--- config.mk ---
export PLATFORM = sky130hd
export DESIGN_NAME = flash_linear_burst_read
export DESIGN_NICKNAME = d
export VERILOG_FILES = /design/src/verilog/flash_burst_pkg.sv /design/src/verilog/burst_word_buffer.sv /design/src/verilog/flash_linear_burst_read.sv
export SDC_FILE = /design/constraint.sdc
export NUM_CORES = 1
export LEC_CHECK = 0
export BUFFER_PORTS_ARGS = -buffer_cell sky130_fd_sc_hd__clkbuf_2
export CAP_MARGIN = 30
export CORE_MARGIN = 4
export CORE_UTILIZATION = 56
export DETAILED_ROUTE_END_ITERATION = 10
export PLACE_DENSITY = 0.77
export SYNTH_ARGS = -nofsm -noshare
export SYNTH_HDL_FRONTEND = slang
export SYNTH_SLANG_ARGS = --single-unit
--- constraint.sdc ---
create_clock -name clk_sys -period 7.8 [get_ports clk_sys]
set_clock_uncertainty 0.2 [all_clocks]
set_input_delay 1.17 -clock clk_sys [delete_from_list [all_inputs] [get_ports clk_sys]]
set_output_delay 1.17 -clock clk_sys [all_outputs]
set_load 0.03 [all_outputs]
--- src/verilog/flash_burst_pkg.sv ---
// Purpose: shared constants and types for the flash linear burst read path
// Assumes: 32-bit double-word data, 16-bit configuration value
// Notes:   bit positions follow the configuration register layout
package flash_burst_pkg;

  // ---------------------------------------------------------------
  // configuration register layout
  // ---------------------------------------------------------------
  localparam int          CFG_W            = 16;
  localparam int          CFG_READ_MODE    = 15;
  localparam int          CFG_DELAY_LO     = 10;
  localparam int          CFG_DELAY_W      = 4;
  localparam int          CFG_HOLD         = 9;
  localparam int          CFG_IND_TIMING   = 8;
  localparam int          CFG_CLK_EDGE     = 6;
  localparam int          CFG_LEN_LO       = 0;
  localparam int          CFG_LEN_W        = 3;
  localparam logic [15:0] CFG_RESET        = 16'h9CC4;

  // ---------------------------------------------------------------
  // burst lengths and delay mapping
  // ---------------------------------------------------------------
  localparam logic [2:0]  LEN_TWO          = 3'h1;
  localparam logic [2:0]  LEN_FOUR         = 3'h2;
  localparam logic [2:0]  LEN_EIGHT        = 3'h3;
  localparam logic [3:0]  DELAY_MIN_CODE   = 4'h1;
  localparam logic [3:0]  DELAY_MAX_CODE   = 4'h7;
  localparam logic [3:0]  DELAY_CODE_BIAS  = 4'h2;
  localparam int          SECURE_BYTES     = 256;
  localparam int          SECURE_WORDS     = SECURE_BYTES / 4;

  // ---------------------------------------------------------------
  // data path widths
  // ---------------------------------------------------------------
  localparam int          DATA_W           = 32;
  localparam int          ADDR_W           = 20;

  // ---------------------------------------------------------------
  // shared types
  // ---------------------------------------------------------------
  typedef enum logic [1:0] {
    SRC_ARRAY,
    SRC_SECURE,
    SRC_CONFIG
  } read_source_e;

  typedef struct packed {
    logic [DATA_W-1:0] data;
    logic              last;
    logic              valid_data;
  } burst_word_s;

endpackage : flash_burst_pkg

--- src/verilog/burst_word_buffer.sv ---
// Purpose: two-entry valid/ready buffer for burst words
// Assumes: single clock, synchronous reset copy
// Notes:   in_ready drops only when both entries are held
`timescale 1ns/1ps
module burst_word_buffer #(
  parameter int WIDTH = 34,
  parameter int DEPTH = 2
) (
  // clock and reset
  input  wire logic             clk_sys,
  input  wire logic             rst_n,
  // filling side
  input  wire logic             in_valid,
  output logic                  in_ready,
  input  wire logic [WIDTH-1:0] in_data,
  // draining side
  output logic                  out_valid,
  input  wire logic             out_ready,
  output logic [WIDTH-1:0]      out_data,
  input  wire logic             flush
);

  initial begin
    if (DEPTH != 2) $error("buffer depth must be 2");
  end

  logic [WIDTH-1:0] mem_ff [DEPTH];
  logic             rd_ptr_ff;
  logic             wr_ptr_ff;
  logic [1:0]       count_ff;
  logic             push;
  logic             pop;

  assign in_ready  = (count_ff != 2'h2);
  assign out_valid = (count_ff != 2'h0);
  assign out_data  = mem_ff[rd_ptr_ff];
  assign push      = in_valid && in_ready;
  assign pop       = out_valid && out_ready;

  always_ff @(posedge clk_sys) begin
    if (push) begin
      mem_ff[wr_ptr_ff] <= in_data;
    end
  end

  always_ff @(posedge clk_sys or negedge rst_n) begin
    if (!rst_n) begin
      rd_ptr_ff <= 1'b0;
      wr_ptr_ff <= 1'b0;
      count_ff  <= 2'h0;
    end else if (flush) begin
      rd_ptr_ff <= 1'b0;
      wr_ptr_ff <= 1'b0;
      count_ff  <= 2'h0;
    end else begin
      if (push) wr_ptr_ff <= ~wr_ptr_ff;
      if (pop)  rd_ptr_ff <= ~rd_ptr_ff;
      count_ff <= count_ff + {1'b0, push} - {1'b0, pop};
    end
  end

endmodule : burst_word_buffer

--- src/verilog/flash_linear_burst_read.sv ---
// Purpose: synchronous linear burst read path of a parallel flash
// Assumes: link clock, strobe, selects sampled by clk_sys via two flops
// Notes:   array data arrives from a memory port with fixed one-cycle latency
`timescale 1ns/1ps
module flash_linear_burst_read #(
  parameter int ADDR_W = flash_burst_pkg::ADDR_W,
  parameter int DATA_W = flash_burst_pkg::DATA_W
) (
  // clock and reset
  input  wire logic              clk_sys,
  input  wire logic              rstn,
  // flash pins (asynchronous to clk_sys)
  input  wire logic              link_clk,
  input  wire logic              chip_select_n,
  input  wire logic              output_gate_n,
  input  wire logic              address_valid_strobe_n,
  input  wire logic [ADDR_W-1:0] addr_pins,
  output logic [DATA_W-1:0]      data_out,
  output logic                   data_oe_n,
  output logic                   burst_end_indicator_n,
  output logic                   indicator_oe_n,
  // configuration and status
  input  wire logic [15:0]       cfg_wr_data,
  input  wire logic              cfg_wr_en,
  input  wire logic              algorithm_busy,
  input  wire logic              read_config_sel,
  input  wire logic              secure_sector_sel,
  output logic [15:0]            cfg_value,
  output logic                   burst_active,
  // array memory port
  output logic [ADDR_W-1:0]      mem_addr,
  input  wire logic [DATA_W-1:0] mem_data
);

  initial begin
    if (DATA_W != 32) $error("data width must be 32");
    if (ADDR_W < 8)   $error("address width too small");
  end

  // ---------------------------------------------------------------
  // reset release and pin synchronisers
  // ---------------------------------------------------------------
  logic [1:0] rst_sync_ff;
  logic       rst_n;
  always_ff @(posedge clk_sys or negedge rstn) begin
    if (!rstn) rst_sync_ff <= 2'h0;
    else       rst_sync_ff <= {rst_sync_ff[0], 1'b1};
  end
  assign rst_n = rst_sync_ff[1];

  logic [3:0]        pin_s1_ff;
  logic [3:0]        pin_s2_ff;
  logic [ADDR_W-1:0] addr_s1_ff;
  logic [ADDR_W-1:0] addr_s2_ff;
  always_ff @(posedge clk_sys or negedge rst_n) begin
    if (!rst_n) begin
      pin_s1_ff  <= 4'hE;
      pin_s2_ff  <= 4'hE;
      addr_s1_ff <= '0;
      addr_s2_ff <= '0;
    end else begin
      pin_s1_ff  <= {address_valid_strobe_n, output_gate_n, chip_select_n, link_clk};
      pin_s2_ff  <= pin_s1_ff;
      addr_s1_ff <= addr_pins;
      addr_s2_ff <= addr_s1_ff;
    end
  end

  logic lclk_s;
  logic cs_n_s;
  logic oe_n_s;
  logic adv_n_s;
  logic lclk_d_ff;
  logic adv_d_ff;
  logic lclk_rise;
  logic adv_rise;
  assign {adv_n_s, oe_n_s, cs_n_s, lclk_s} = pin_s2_ff;
  assign lclk_rise = lclk_s && !lclk_d_ff;
  assign adv_rise  = adv_n_s && !adv_d_ff;

  always_ff @(posedge clk_sys or negedge rst_n) begin
    if (!rst_n) begin
      lclk_d_ff <= 1'b0;
      adv_d_ff  <= 1'b1;
    end else begin
      lclk_d_ff <= lclk_s;
      adv_d_ff  <= adv_n_s;
    end
  end

  // ---------------------------------------------------------------
  // configuration register
  // ---------------------------------------------------------------
  logic [15:0] cfg_ff;
  always_ff @(posedge clk_sys or negedge rst_n) begin
    if (!rst_n) begin
      cfg_ff <= flash_burst_pkg::CFG_RESET;
    end else if (cfg_wr_en && !algorithm_busy) begin
      cfg_ff <= cfg_wr_data;
    end
  end

  logic [2:0] len_code;
  logic [3:0] delay_code;
  logic       burst_mode;
  logic       ind_early;
  assign len_code   = cfg_ff[flash_burst_pkg::CFG_LEN_LO +: flash_burst_pkg::CFG_LEN_W];
  assign delay_code = cfg_ff[flash_burst_pkg::CFG_DELAY_LO +: flash_burst_pkg::CFG_DELAY_W];
  assign ind_early  = cfg_ff[flash_burst_pkg::CFG_IND_TIMING];
  // burst needs read-mode 0, a valid length, hold 0 and rising-edge clocking
  assign burst_mode = !cfg_ff[flash_burst_pkg::CFG_READ_MODE]
                      && (len_code >= flash_burst_pkg::LEN_TWO)
                      && (len_code <= flash_burst_pkg::LEN_EIGHT)
                      && !cfg_ff[flash_burst_pkg::CFG_HOLD]
                      && cfg_ff[flash_burst_pkg::CFG_CLK_EDGE];

  // group mask: 1, 3 or 7 for 2, 4 or 8 words
  function automatic logic [2:0] group_mask(input logic [2:0] code);
    case (code)
      flash_burst_pkg::LEN_TWO:  group_mask = 3'h1;
      flash_burst_pkg::LEN_FOUR: group_mask = 3'h3;
      default:                   group_mask = 3'h7;
    endcase
  endfunction : group_mask

  // wait cycles before first word; codes outside 1..7 clamp to the ends
  function automatic logic [3:0] delay_cycles(input logic [3:0] code);
    if (code < flash_burst_pkg::DELAY_MIN_CODE)
      delay_cycles = flash_burst_pkg::DELAY_MIN_CODE + flash_burst_pkg::DELAY_CODE_BIAS;
    else if (code > flash_burst_pkg::DELAY_MAX_CODE)
      delay_cycles = flash_burst_pkg::DELAY_MAX_CODE + flash_burst_pkg::DELAY_CODE_BIAS;
    else
      delay_cycles = code + flash_burst_pkg::DELAY_CODE_BIAS;
  endfunction : delay_cycles

  // ---------------------------------------------------------------
  // burst sequencer
  // ---------------------------------------------------------------
  typedef enum logic [1:0] {
    ST_IDLE,
    ST_DELAY,
    ST_DATA,
    ST_INVALID
  } burst_state_e;

  burst_state_e      state_ff;
  logic [3:0]        wait_ff;
  logic [ADDR_W-1:0] start_addr_ff;
  logic [2:0]        offset_ff;
  logic [2:0]        xfer_ff;
  logic              latch_pending_ff;
  logic              start_burst;
  logic [2:0]        mask;
  logic [2:0]        last_xfer;
  logic              adv_clk_low;
  logic              buf_ready;

  assign mask        = group_mask(len_code);
  assign last_xfer   = mask;
  assign adv_clk_low = lclk_rise && !adv_n_s && !latch_pending_ff;
  // latch on first link edge with strobe low, or on strobe rise, whichever first
  assign start_burst = burst_mode && !cs_n_s
                       && (adv_clk_low || (adv_rise && !latch_pending_ff));

  always_ff @(posedge clk_sys or negedge rst_n) begin
    if (!rst_n) begin
      latch_pending_ff <= 1'b0;
    end else if (adv_rise || cs_n_s) begin
      latch_pending_ff <= 1'b0;
    end else if (start_burst) begin
      latch_pending_ff <= 1'b1; // one latch per strobe pulse
    end
  end

  always_ff @(posedge clk_sys or negedge rst_n) begin
    if (!rst_n) begin
      state_ff      <= ST_IDLE;
      wait_ff       <= 4'h0;
      start_addr_ff <= '0;
      offset_ff     <= 3'h0;
      xfer_ff       <= 3'h0;
    end else if (cs_n_s) begin
      state_ff <= ST_IDLE;
    end else if (start_burst) begin
      start_addr_ff <= addr_s2_ff;
      offset_ff     <= addr_s2_ff[2:0] & mask;
      xfer_ff       <= 3'h0;
      wait_ff       <= delay_cycles(delay_code) - 4'h2;
      state_ff      <= ST_DELAY;
    end else if (!adv_n_s && state_ff != ST_IDLE && !latch_pending_ff) begin
      state_ff <= ST_INVALID;
    end else if (lclk_rise && buf_ready) begin
      case (state_ff)
        ST_DELAY: begin
          if (wait_ff == 4'h1) state_ff <= ST_DATA;
          else                 wait_ff  <= wait_ff - 4'h1;
        end
        ST_DATA: begin
          offset_ff <= (offset_ff + 3'h1) & mask;
          xfer_ff   <= (xfer_ff == last_xfer) ? 3'h0 : xfer_ff + 3'h1;
        end
        default: state_ff <= state_ff;
      endcase
    end
  end

  // ---------------------------------------------------------------
  // word fetch into the two-entry buffer
  // ---------------------------------------------------------------
  logic [ADDR_W-1:0] word_addr;
  logic              word_ok;
  logic              is_last;
  logic              fetch_ff;
  logic              fetch_last_ff;
  logic              fetch_ok_ff;
  logic              fill_ff;
  logic              fill_last_ff;
  logic              fill_ok_ff;
  assign word_addr = {start_addr_ff[ADDR_W-1:3], (start_addr_ff[2:0] & ~mask) | offset_ff};
  // secure sector: burst words past its 256-byte window read invalid
  assign word_ok   = !(secure_sector_sel
                       && (word_addr >= ADDR_W'(flash_burst_pkg::SECURE_WORDS)));
  assign is_last   = ind_early ? (xfer_ff == last_xfer - 3'h1) : (xfer_ff == last_xfer);

  always_ff @(posedge clk_sys or negedge rst_n) begin
    if (!rst_n) begin
      fetch_ff      <= 1'b0;
      fetch_last_ff <= 1'b0;
      fetch_ok_ff   <= 1'b0;
      mem_addr      <= '0;
      fill_ff       <= 1'b0;
      fill_last_ff  <= 1'b0;
      fill_ok_ff    <= 1'b0;
    end else begin
      // array data answers one clk_sys after mem_addr
      fill_ff      <= fetch_ff;
      fill_last_ff <= fetch_last_ff;
      fill_ok_ff   <= fetch_ok_ff;
      fetch_ff <= 1'b0;
      if (state_ff == ST_DATA && lclk_rise && buf_ready && !cs_n_s && adv_n_s) begin
        fetch_ff      <= 1'b1;
        fetch_last_ff <= is_last;
        fetch_ok_ff   <= word_ok;
        mem_addr      <= word_addr;
      end else if (!burst_mode || state_ff == ST_IDLE) begin
        mem_addr <= addr_s2_ff; // asynchronous path, no delay applied
      end
    end
  end

  flash_burst_pkg::burst_word_s buf_in;
  flash_burst_pkg::burst_word_s buf_out;
  logic                         buf_valid;
  logic                         present;
  assign buf_in.data       = fill_ok_ff ? mem_data : '0;
  assign buf_in.last       = fill_last_ff;
  assign buf_in.valid_data = fill_ok_ff;
  assign present           = lclk_rise;

  burst_word_buffer #(
    .WIDTH ($bits(flash_burst_pkg::burst_word_s)),
    .DEPTH (2)
  ) u_buf (
    .clk_sys   (clk_sys),
    .rst_n     (rst_n),
    .in_valid  (fill_ff),
    .in_ready  (buf_ready),
    .in_data   (buf_in),
    .out_valid (buf_valid),
    .out_ready (present),
    .out_data  (buf_out),
    .flush     (cs_n_s || start_burst)
  );

  // ---------------------------------------------------------------
  // pin drivers
  // ---------------------------------------------------------------
  logic single_read;
  assign single_read = read_config_sel || !burst_mode;

  always_ff @(posedge clk_sys or negedge rst_n) begin
    if (!rst_n) begin
      data_out              <= '0;
      data_oe_n             <= 1'b1;
      burst_end_indicator_n <= 1'b1;
      indicator_oe_n        <= 1'b1;
      cfg_value             <= flash_burst_pkg::CFG_RESET;
      burst_active          <= 1'b0;
    end else begin
      cfg_value    <= cfg_ff;
      burst_active <= (state_ff != ST_IDLE);
      data_oe_n      <= cs_n_s || oe_n_s;
      indicator_oe_n <= cs_n_s || oe_n_s;
      if (read_config_sel) begin
        data_out <= {16'h0000, cfg_ff}; // held while read_config_sel high
      end else if (single_read) begin
        data_out <= mem_data;
      end else if (present && buf_valid) begin
        data_out <= buf_out.data; // one link clock per word
      end
      if (single_read || cs_n_s) begin
        burst_end_indicator_n <= 1'b1;
      end else if (present) begin
        burst_end_indicator_n <= !(buf_valid && buf_out.last);
      end
    end
  end

endmodule : flash_linear_burst_read

# Yosys cells after proc, flatten, opt, wreduce, memory -nomap -nowiden
# Memories as Yosys holds them, arrays and structs flattened.
# Cells that the tools add are included.
[classes]
add_sub_neg = 8
n_lt_le_gt_ge = 5
n_eq_ne = 10
muxes = 44
bitwise_logic = 8
n_reduce_logical = 60
[op_table]
columns = ["cell", "count"]
rows = [
  ["32-bit two-way mux", 4],
  ["20-bit two-way mux", 2],
  ["4-bit two-way mux", 9],
  ["3-bit two-way mux", 9],
  ["1-bit logical AND", 23],
  ["20-bit by 7-bit >= comparator with 1-bit output, second input constant", 1],
  ["2-bit nonzero test", 10],
  ["2-bit two-way mux", 7],
  ["1-bit two-way mux", 12],
  ["4-bit nonzero test", 3],
  ["1-bit logical NOT", 11],
  ["3-bit bitwise AND", 3],
  ["1-bit logical OR", 7],
  ["3-bit by 1-bit adder with 3-bit output, second input constant", 2],
  ["3-bit equality test", 2],
  ["2-bit inequality test, second input constant", 3],
  ["3-bit one-hot mux with 2 select lines", 1],
  ["5-bit AND reduction", 1],
  ["4-bit by 2-bit adder with 4-bit output, second input constant", 1],
  ["4-bit by 1-bit equality test with 1-bit output, second input constant", 1],
  ["4-bit by 3-bit > comparator with 1-bit output, second input constant", 1],
  ["4-bit by 1-bit < comparator with 1-bit output, second input constant", 1],
  ["4-bit AND reduction", 1],
  ["4-bit by 1-bit subtractor with 4-bit output, second input constant", 1],
  ["other kinds (17)", 19],
]
[totals]
regBits = 182
ramBits = 68
input_bits = 78
out_inout_bits = 72
wordCells = 165
n_memories = 1
[memory_table]
columns = ["name", "depth", "word_bits", "rd", "rd_ports_with_merged_regs", "write_ports", "line_no", "rtl"]
rows = [
  ["u_buf.mem_ff", 2, 34, 1, 0, 1, "burst_word_buffer.sv:27", "logic [WIDTH-1:0] mem_ff [DEPTH];"],
]

# Logic depth before layout (Yosys ltp)
[logic_depth]
depth_word = 11
ltp_mapped = 9
depth_no_buf = 8

# By module
# From an unflattened synthesis, not the netlist that was laid out.
[hier_totals]
hier_cells = 700
hier_area_um2 = 10276.1
[modules_own_cells]
columns = ["mod", "n_inst", "cells_per_inst", "area_each_um2", "seq_area_each_um2"]
rows = [
  ["flash_linear_burst_read", 1, 571, 7435.9, 4458.0],
  ["burst_word_buffer", 1, 129, 2840.2, 2142.1],
]

# Worst setup path before layout
# OpenSTA, ideal clock, no wires.
[synth_timing]
kind = "flip-flop to flip-flop"
startpoint = "register u_buf.count_ff[1]"
endpoint = "memory u_buf.mem_ff[0][10], enable pin"
setup_ns = 0.423
arrival_time_ns = 1.993
required_ns = 7.177
slack_ns = 5.184
stages_incl_launch_ff = 4
n_path_buf = 0
synth_period_minus_slack_ns = 2.616
path_cell_list = "dfrtp_1 > nand2b_1 > nand2_1 > nor2_1"
[synth_via]
elab_chain_len = 4
[synth_lines]
columns = ["element", "line_no", "rtl"]
rows = [
  ["from (decl)", "burst_word_buffer.sv:30", "logic [1:0] count_ff;"],
  ["from (signal assigned)", "burst_word_buffer.sv:58", "count_ff <= count_ff + {1'b0, push} - {1'b0, pop};"],
  ["2-bit inequality test", "burst_word_buffer.sv:34", "assign in_ready = (count_ff != 2'h2);"],
  ["1-bit logical AND", "burst_word_buffer.sv:37", "assign push = in_valid && in_ready;"],
  ["1-bit two-way mux", "burst_word_buffer.sv:41", "if (push) begin"],
  ["1-bit two-way mux (not written as such)", "burst_word_buffer.sv:42", "mem_ff[wr_ptr_ff] <= in_data;"],
  ["to (decl)", "burst_word_buffer.sv:27", ""],
]
# Every way passes these cells.

# Worst setup path after layout
[layout_timing]
startpoint = "register cfg_ff[1]"
endpoint = "register start_addr_ff[10]"
[layout_via]
elab_chain_len = 8
word_cells_on_any_way = 9
cone_classes = "order compare (2); reduce/logical (7)"
[layout_lines]
columns = ["element", "line_no", "rtl"]
rows = [
  ["from (decl)", "flash_linear_burst_read.sv:94", "logic [15:0] cfg_ff;"],
  ["from (signal assigned)", "flash_linear_burst_read.sv:97", "cfg_ff <= flash_burst_pkg::CFG_RESET;"],
  ["from (signal assigned)", "flash_linear_burst_read.sv:99", "cfg_ff <= cfg_wr_data;"],
  ["3-bit by 1-bit >= comparator with 1-bit output", "flash_linear_burst_read.sv:112", "&& (len_code >= flash_burst_pkg::LEN_TWO)"],
  ["1-bit logical AND", "flash_linear_burst_read.sv:112", ""],
  ["1-bit logical AND *", "flash_linear_burst_read.sv:113", "&& (len_code <= flash_burst_pkg::LEN_EIGHT)"],
  ["1-bit logical AND *", "flash_linear_burst_read.sv:114", "&& !cfg_ff[flash_burst_pkg::CFG_HOLD]"],
  ["1-bit logical AND *", "flash_linear_burst_read.sv:115", "&& cfg_ff[flash_burst_pkg::CFG_CLK_EDGE];"],
  ["1-bit logical AND *", "flash_linear_burst_read.sv:162", "assign start_burst = burst_mode && !cs_n_s"],
  ["1-bit logical AND *", "flash_linear_burst_read.sv:163", "&& (adv_clk_low || (adv_rise && !latch_pending_ff));"],
  ["2-bit AND reduction (no line) *", "n/a", ""],
  ["to (signal assigned)", "flash_linear_burst_read.sv:185", "start_addr_ff <= addr_s2_ff;"],
  ["to (decl)", "flash_linear_burst_read.sv:148", "logic [ADDR_W-1:0] start_addr_ff;"],
]
# Every way passes the cells marked *; elsewhere a longest branch is shown, timed or not.
# A chain may end at the register's enable or synchronous reset.

==> qor.csv <==
stage,metric,value,unit
global_route,overflow,0,
final_layout,fill_cells,1188,
clock_tree,clock_sinks,247,
timing,fin_setup_tns,0,ps
timing,drv_slew,0,
clock_tree,ctsResizeCount,0,
synth,synth_cells,731,
setup_path,slowest_delay,780,ps
synth,seq_area_frac_synth,0.671,
clock_tree,cts_tree,done,
global_route,antenna_found_initial,0,
detailed_routing,wl_per_cell,18.5,microns
pwr,total_power,3180,uW
global_route,grt.met3_usage,0.0385,
clock_tree,cts_buffers,25,
detailed_routing,dr.first_iter.drc_count,313,
clock_tree,htreeDepth,1,
clock_tree,clkLatencyLatePin,510,ps
timing,relSlewSlack,0.302,
detailed_routing,post-route-drc-count,0,
global_route,grt_pass1_vias,6542,
timing,layout_min_cycle_time,2880,ps
pwr,vdd_drop_max,0.162,mV
timing,hold_viol_final,2,
clock_tree,post-cts-setup-buffer-count,0,
floorplanning,start_util,0.580,
synth,syn-num-nets,816,
setup_path,endpoint_kind,register,
clock_tree,ctsHoldBuffers,0,
synth,syn_avg_cell_area,13.3,sq um
final_layout,diodes,0,
placed_design,routabilityCongestion,0.798,
status,violations,hold timing,
setup_path,critPathBufInv,0,
final_layout,final_nets,963,
synth,synth_ff_type,dfrtp_1,
detailed_routing,finalWirelength,20.7,mm
status,status,"finished, violations left",
pwr,power_frac_comb,0.124,
global_route,grt_pass1_wl,33.4,mm
final_layout,drive_gt1_frac,0.324,
setup_path,crit_family,simple AND/OR/NAND/NOR gates,
detailed_routing,vias_per_cell,5.66,
final_layout,register_area,0.00655,sq mm
floorplanning,fp.coreArea,0.0168,sq mm
pwr,clkPwrFrac,0.383,
detailed_routing,drtPass1Iterations,5,
pwr,p_sw_frac,0.255,
global_route,use_met1,0.275,
clock_tree,cts.path.max_buffers,3,
clock_tree,clkSlewWorstSetupHoldPaths,60,ps
timing,holdWs,-2.49,ps
timing,max_freq,0.347,GHz
timing,worstMarginPinSlew,1040,ps
setup_path,cp_data_required_time,7990,ps
floorplanning,die_area,0.0196,sq mm
final_layout,area_growth,19.7,%
floorplanning,ios,150,
synth,yosysWarningCount,0,
pwr,internal_power,2370,uW
flow_run,cap_violations,0,
setup_path,worstSetupPathType,reg2reg,
placed_design,hpwl,13.2,mm
timing,setup_viol,0,
setup_path,cp_cell_sequence,"o21bai_4, or4b_4, or4_4, mux2_4",
pwr,seqPwrFrac,0.493,
floorplanning,die_w,140,microns
placed_design,portBuffers,149,
detailed_routing,ant_nets,0,
global_route,grt_busiest_layer,met2,
timing,rsz0062_at_grt,no,
final_layout,multi_input_area,0.00302,sq mm
synth,ys_types,59,
clock_tree,clockRootBuffer,clkbuf_16,
setup_path,worstPathArrival,3060,ps
worst_hold_path,min_path_type,reg2async,
setup_path,start_kind,register,
floorplanning,die_h,140,microns
setup_path,path_max_fanout,37,
global_route,grtUsageMet2,0.354,
pwr,p_leak,0.00496,uW
synth,synth_edf_count,66,
synth,synth-async-reset-ratio,0.733,
setup_path,cpMaxStageDelayCell,or4b_4,
pwr,powerDensity,272,mW/mm^2
final_layout,final_cell_mix,"dfrtp_1, clkbuf_2, nand2_1",
global_route,grt_start_max_net_pins,84,
final_layout,final_common_cell,dfrtp_1,
floorplanning,rows,47,
synth,syn_area,0.00975,sq mm
pwr,p_sw,812,uW
timing,timing.final.crit_share,0.369,
synth,ys_seq_elements,247,
detailed_routing,route.vias.total,6313,
global_route,grt_usage,0.208,
-- power groups by stage --
stage / Clock, uW / Combinational, uW / Sequential [uW]
after floorplan: 0 / 206 / 1630
after global placement: 0 / 372 / 1580
after detailed placement: 0 / 387 / 1590
after CTS: 1240 / 392 / 1570
after global routing: 1290 / 431 / 1580
final: 1220 / 393 / 1570
-- final timing paths --
path                       slack (ps)  depth (start not counted)      startpoint                 to
hold reg to reg                    -2                          0  rst_sync_ff[1]       data_out[22]
min in group clk_sys              140                          0   addr_s1_ff[6]      addr_s2_ff[6]
hold / removal                     -2                          0  rst_sync_ff[1]       data_out[22]
setup / recovery                 4920                          4       cfg_ff[1]  start_addr_ff[10]
setup reg to reg                 4920                          4       cfg_ff[1]  start_addr_ff[10]
max in group asynchronous        5920                          4  rst_sync_ff[1]       pin_s1_ff[2]
-- worst register-to-register path, delay by kind of cell, from the launching register on --
kind               cells  cell delay, ps
and+or+nand+nor        2            1490
DFF                    1             540
muxes                  1             380
AOI/OAI and AO/OA      1             150
-- cell families (layout without fill, tap and decap cells) --
| group | count (synthesis) | after routing | share of synthesized area |
|---|---|---|---|
| adder cells (fa/ha/maj) | 7 | 7 | 0.00898 |
| buffers and inverters | 54 | 219 | 0.0242 |
| multiplexers | 84 | 84 | 0.0979 |
| other | 1 | 1 | 0.000384 |
| flip-flops | 247 | 247 | 0.671 |
| XOR/XNOR | 11 | 11 | 0.00988 |
| AND/OR/NAND/NOR | 198 | 198 | 0.102 |
| AO/OA/AOI/OAI | 129 | 129 | 0.0857 |
-- stage by stage --
stage | cell area (sq um) | utilization | setup slack [ps] | cells
after floorplan | 9750 | - | 2220 | 731
after global placement | 10700 | 0.635 | 4310 | 1064
after detailed placement | 10700 | 0.637 | 4610 | 1066
after CTS | 11600 | 0.687 | 4920 | 1111
after global routing | 11700 | 0.694 | 4790 | 1116
final | 11700 | 0.694 | 4920 | 1116
-- cell type report --
type / instances / share of cell area
inverter: 10 / 0.00321
sequential: 247 / 0.560
clock buffer: 32 / 0.0594
tap: 220 / 0.0236
timing repair buffer: 164 / 0.0818
clock inverter: 13 / 0.0134
multi-input combinational: 430 / 0.258
-- routing by layer --
| metal | routed length (microns) | part of all wire |
|---|---|---|
| met1 | 8320 | 0.40 |
| met2 | 10500 | 0.51 |
| met3 | 1430 | 0.069 |
| met4 | 391 | 0.019 |
| met5 | 0 | 0 |
-- registers in the layout, summed over array words and instances, names as in the netlist, 2 cells and up --
| signal | cells |
|---|---|
| data_out | 32 |
| wait_ff | 4 |
| offset_ff | 3 |
| u_buf.count_ff | 2 |
| rst_sync_ff | 2 |
| state_ff | 2 |
| addr_s2_ff | 20 |
| u_buf.mem_ff | 66 |
| mem_addr | 20 |
| cfg_ff | 16 |
| cfg_value | 16 |
| addr_s1_ff | 20 |
| pin_s1_ff | 4 |
| xfer_ff | 3 |
| pin_s2_ff | 4 |
| start_addr_ff | 19 |
-- synth_stat cells (5+ instances only) --
cell type    n  area share
o31a_1       7      0.0063
nor2b_1     10      0.0064
edfxtp_1    66        0.20
mux2i_1     38       0.039
a21oi_1     56       0.029
o21ai_0     15      0.0077
nor4_1       5      0.0032
o211ai_1    16       0.012
a211oi_1     8      0.0062
clkbuf_1    32       0.012
dfrtp_1    158        0.41
xor2_1       5      0.0045
inv_1       10      0.0038
mux2_4      15       0.023
buf_2        6      0.0031
mux2_2      31       0.036
xnor2_1      6      0.0054
nand3_1     13      0.0067
nor2_1      39       0.015
and2_1      32       0.021
nand2_1     69       0.027
a221o_1      9      0.0092
ha_1         7      0.0090
dfstp_2     23       0.062
No activity file was read; power rests on OpenSTA's default activity.
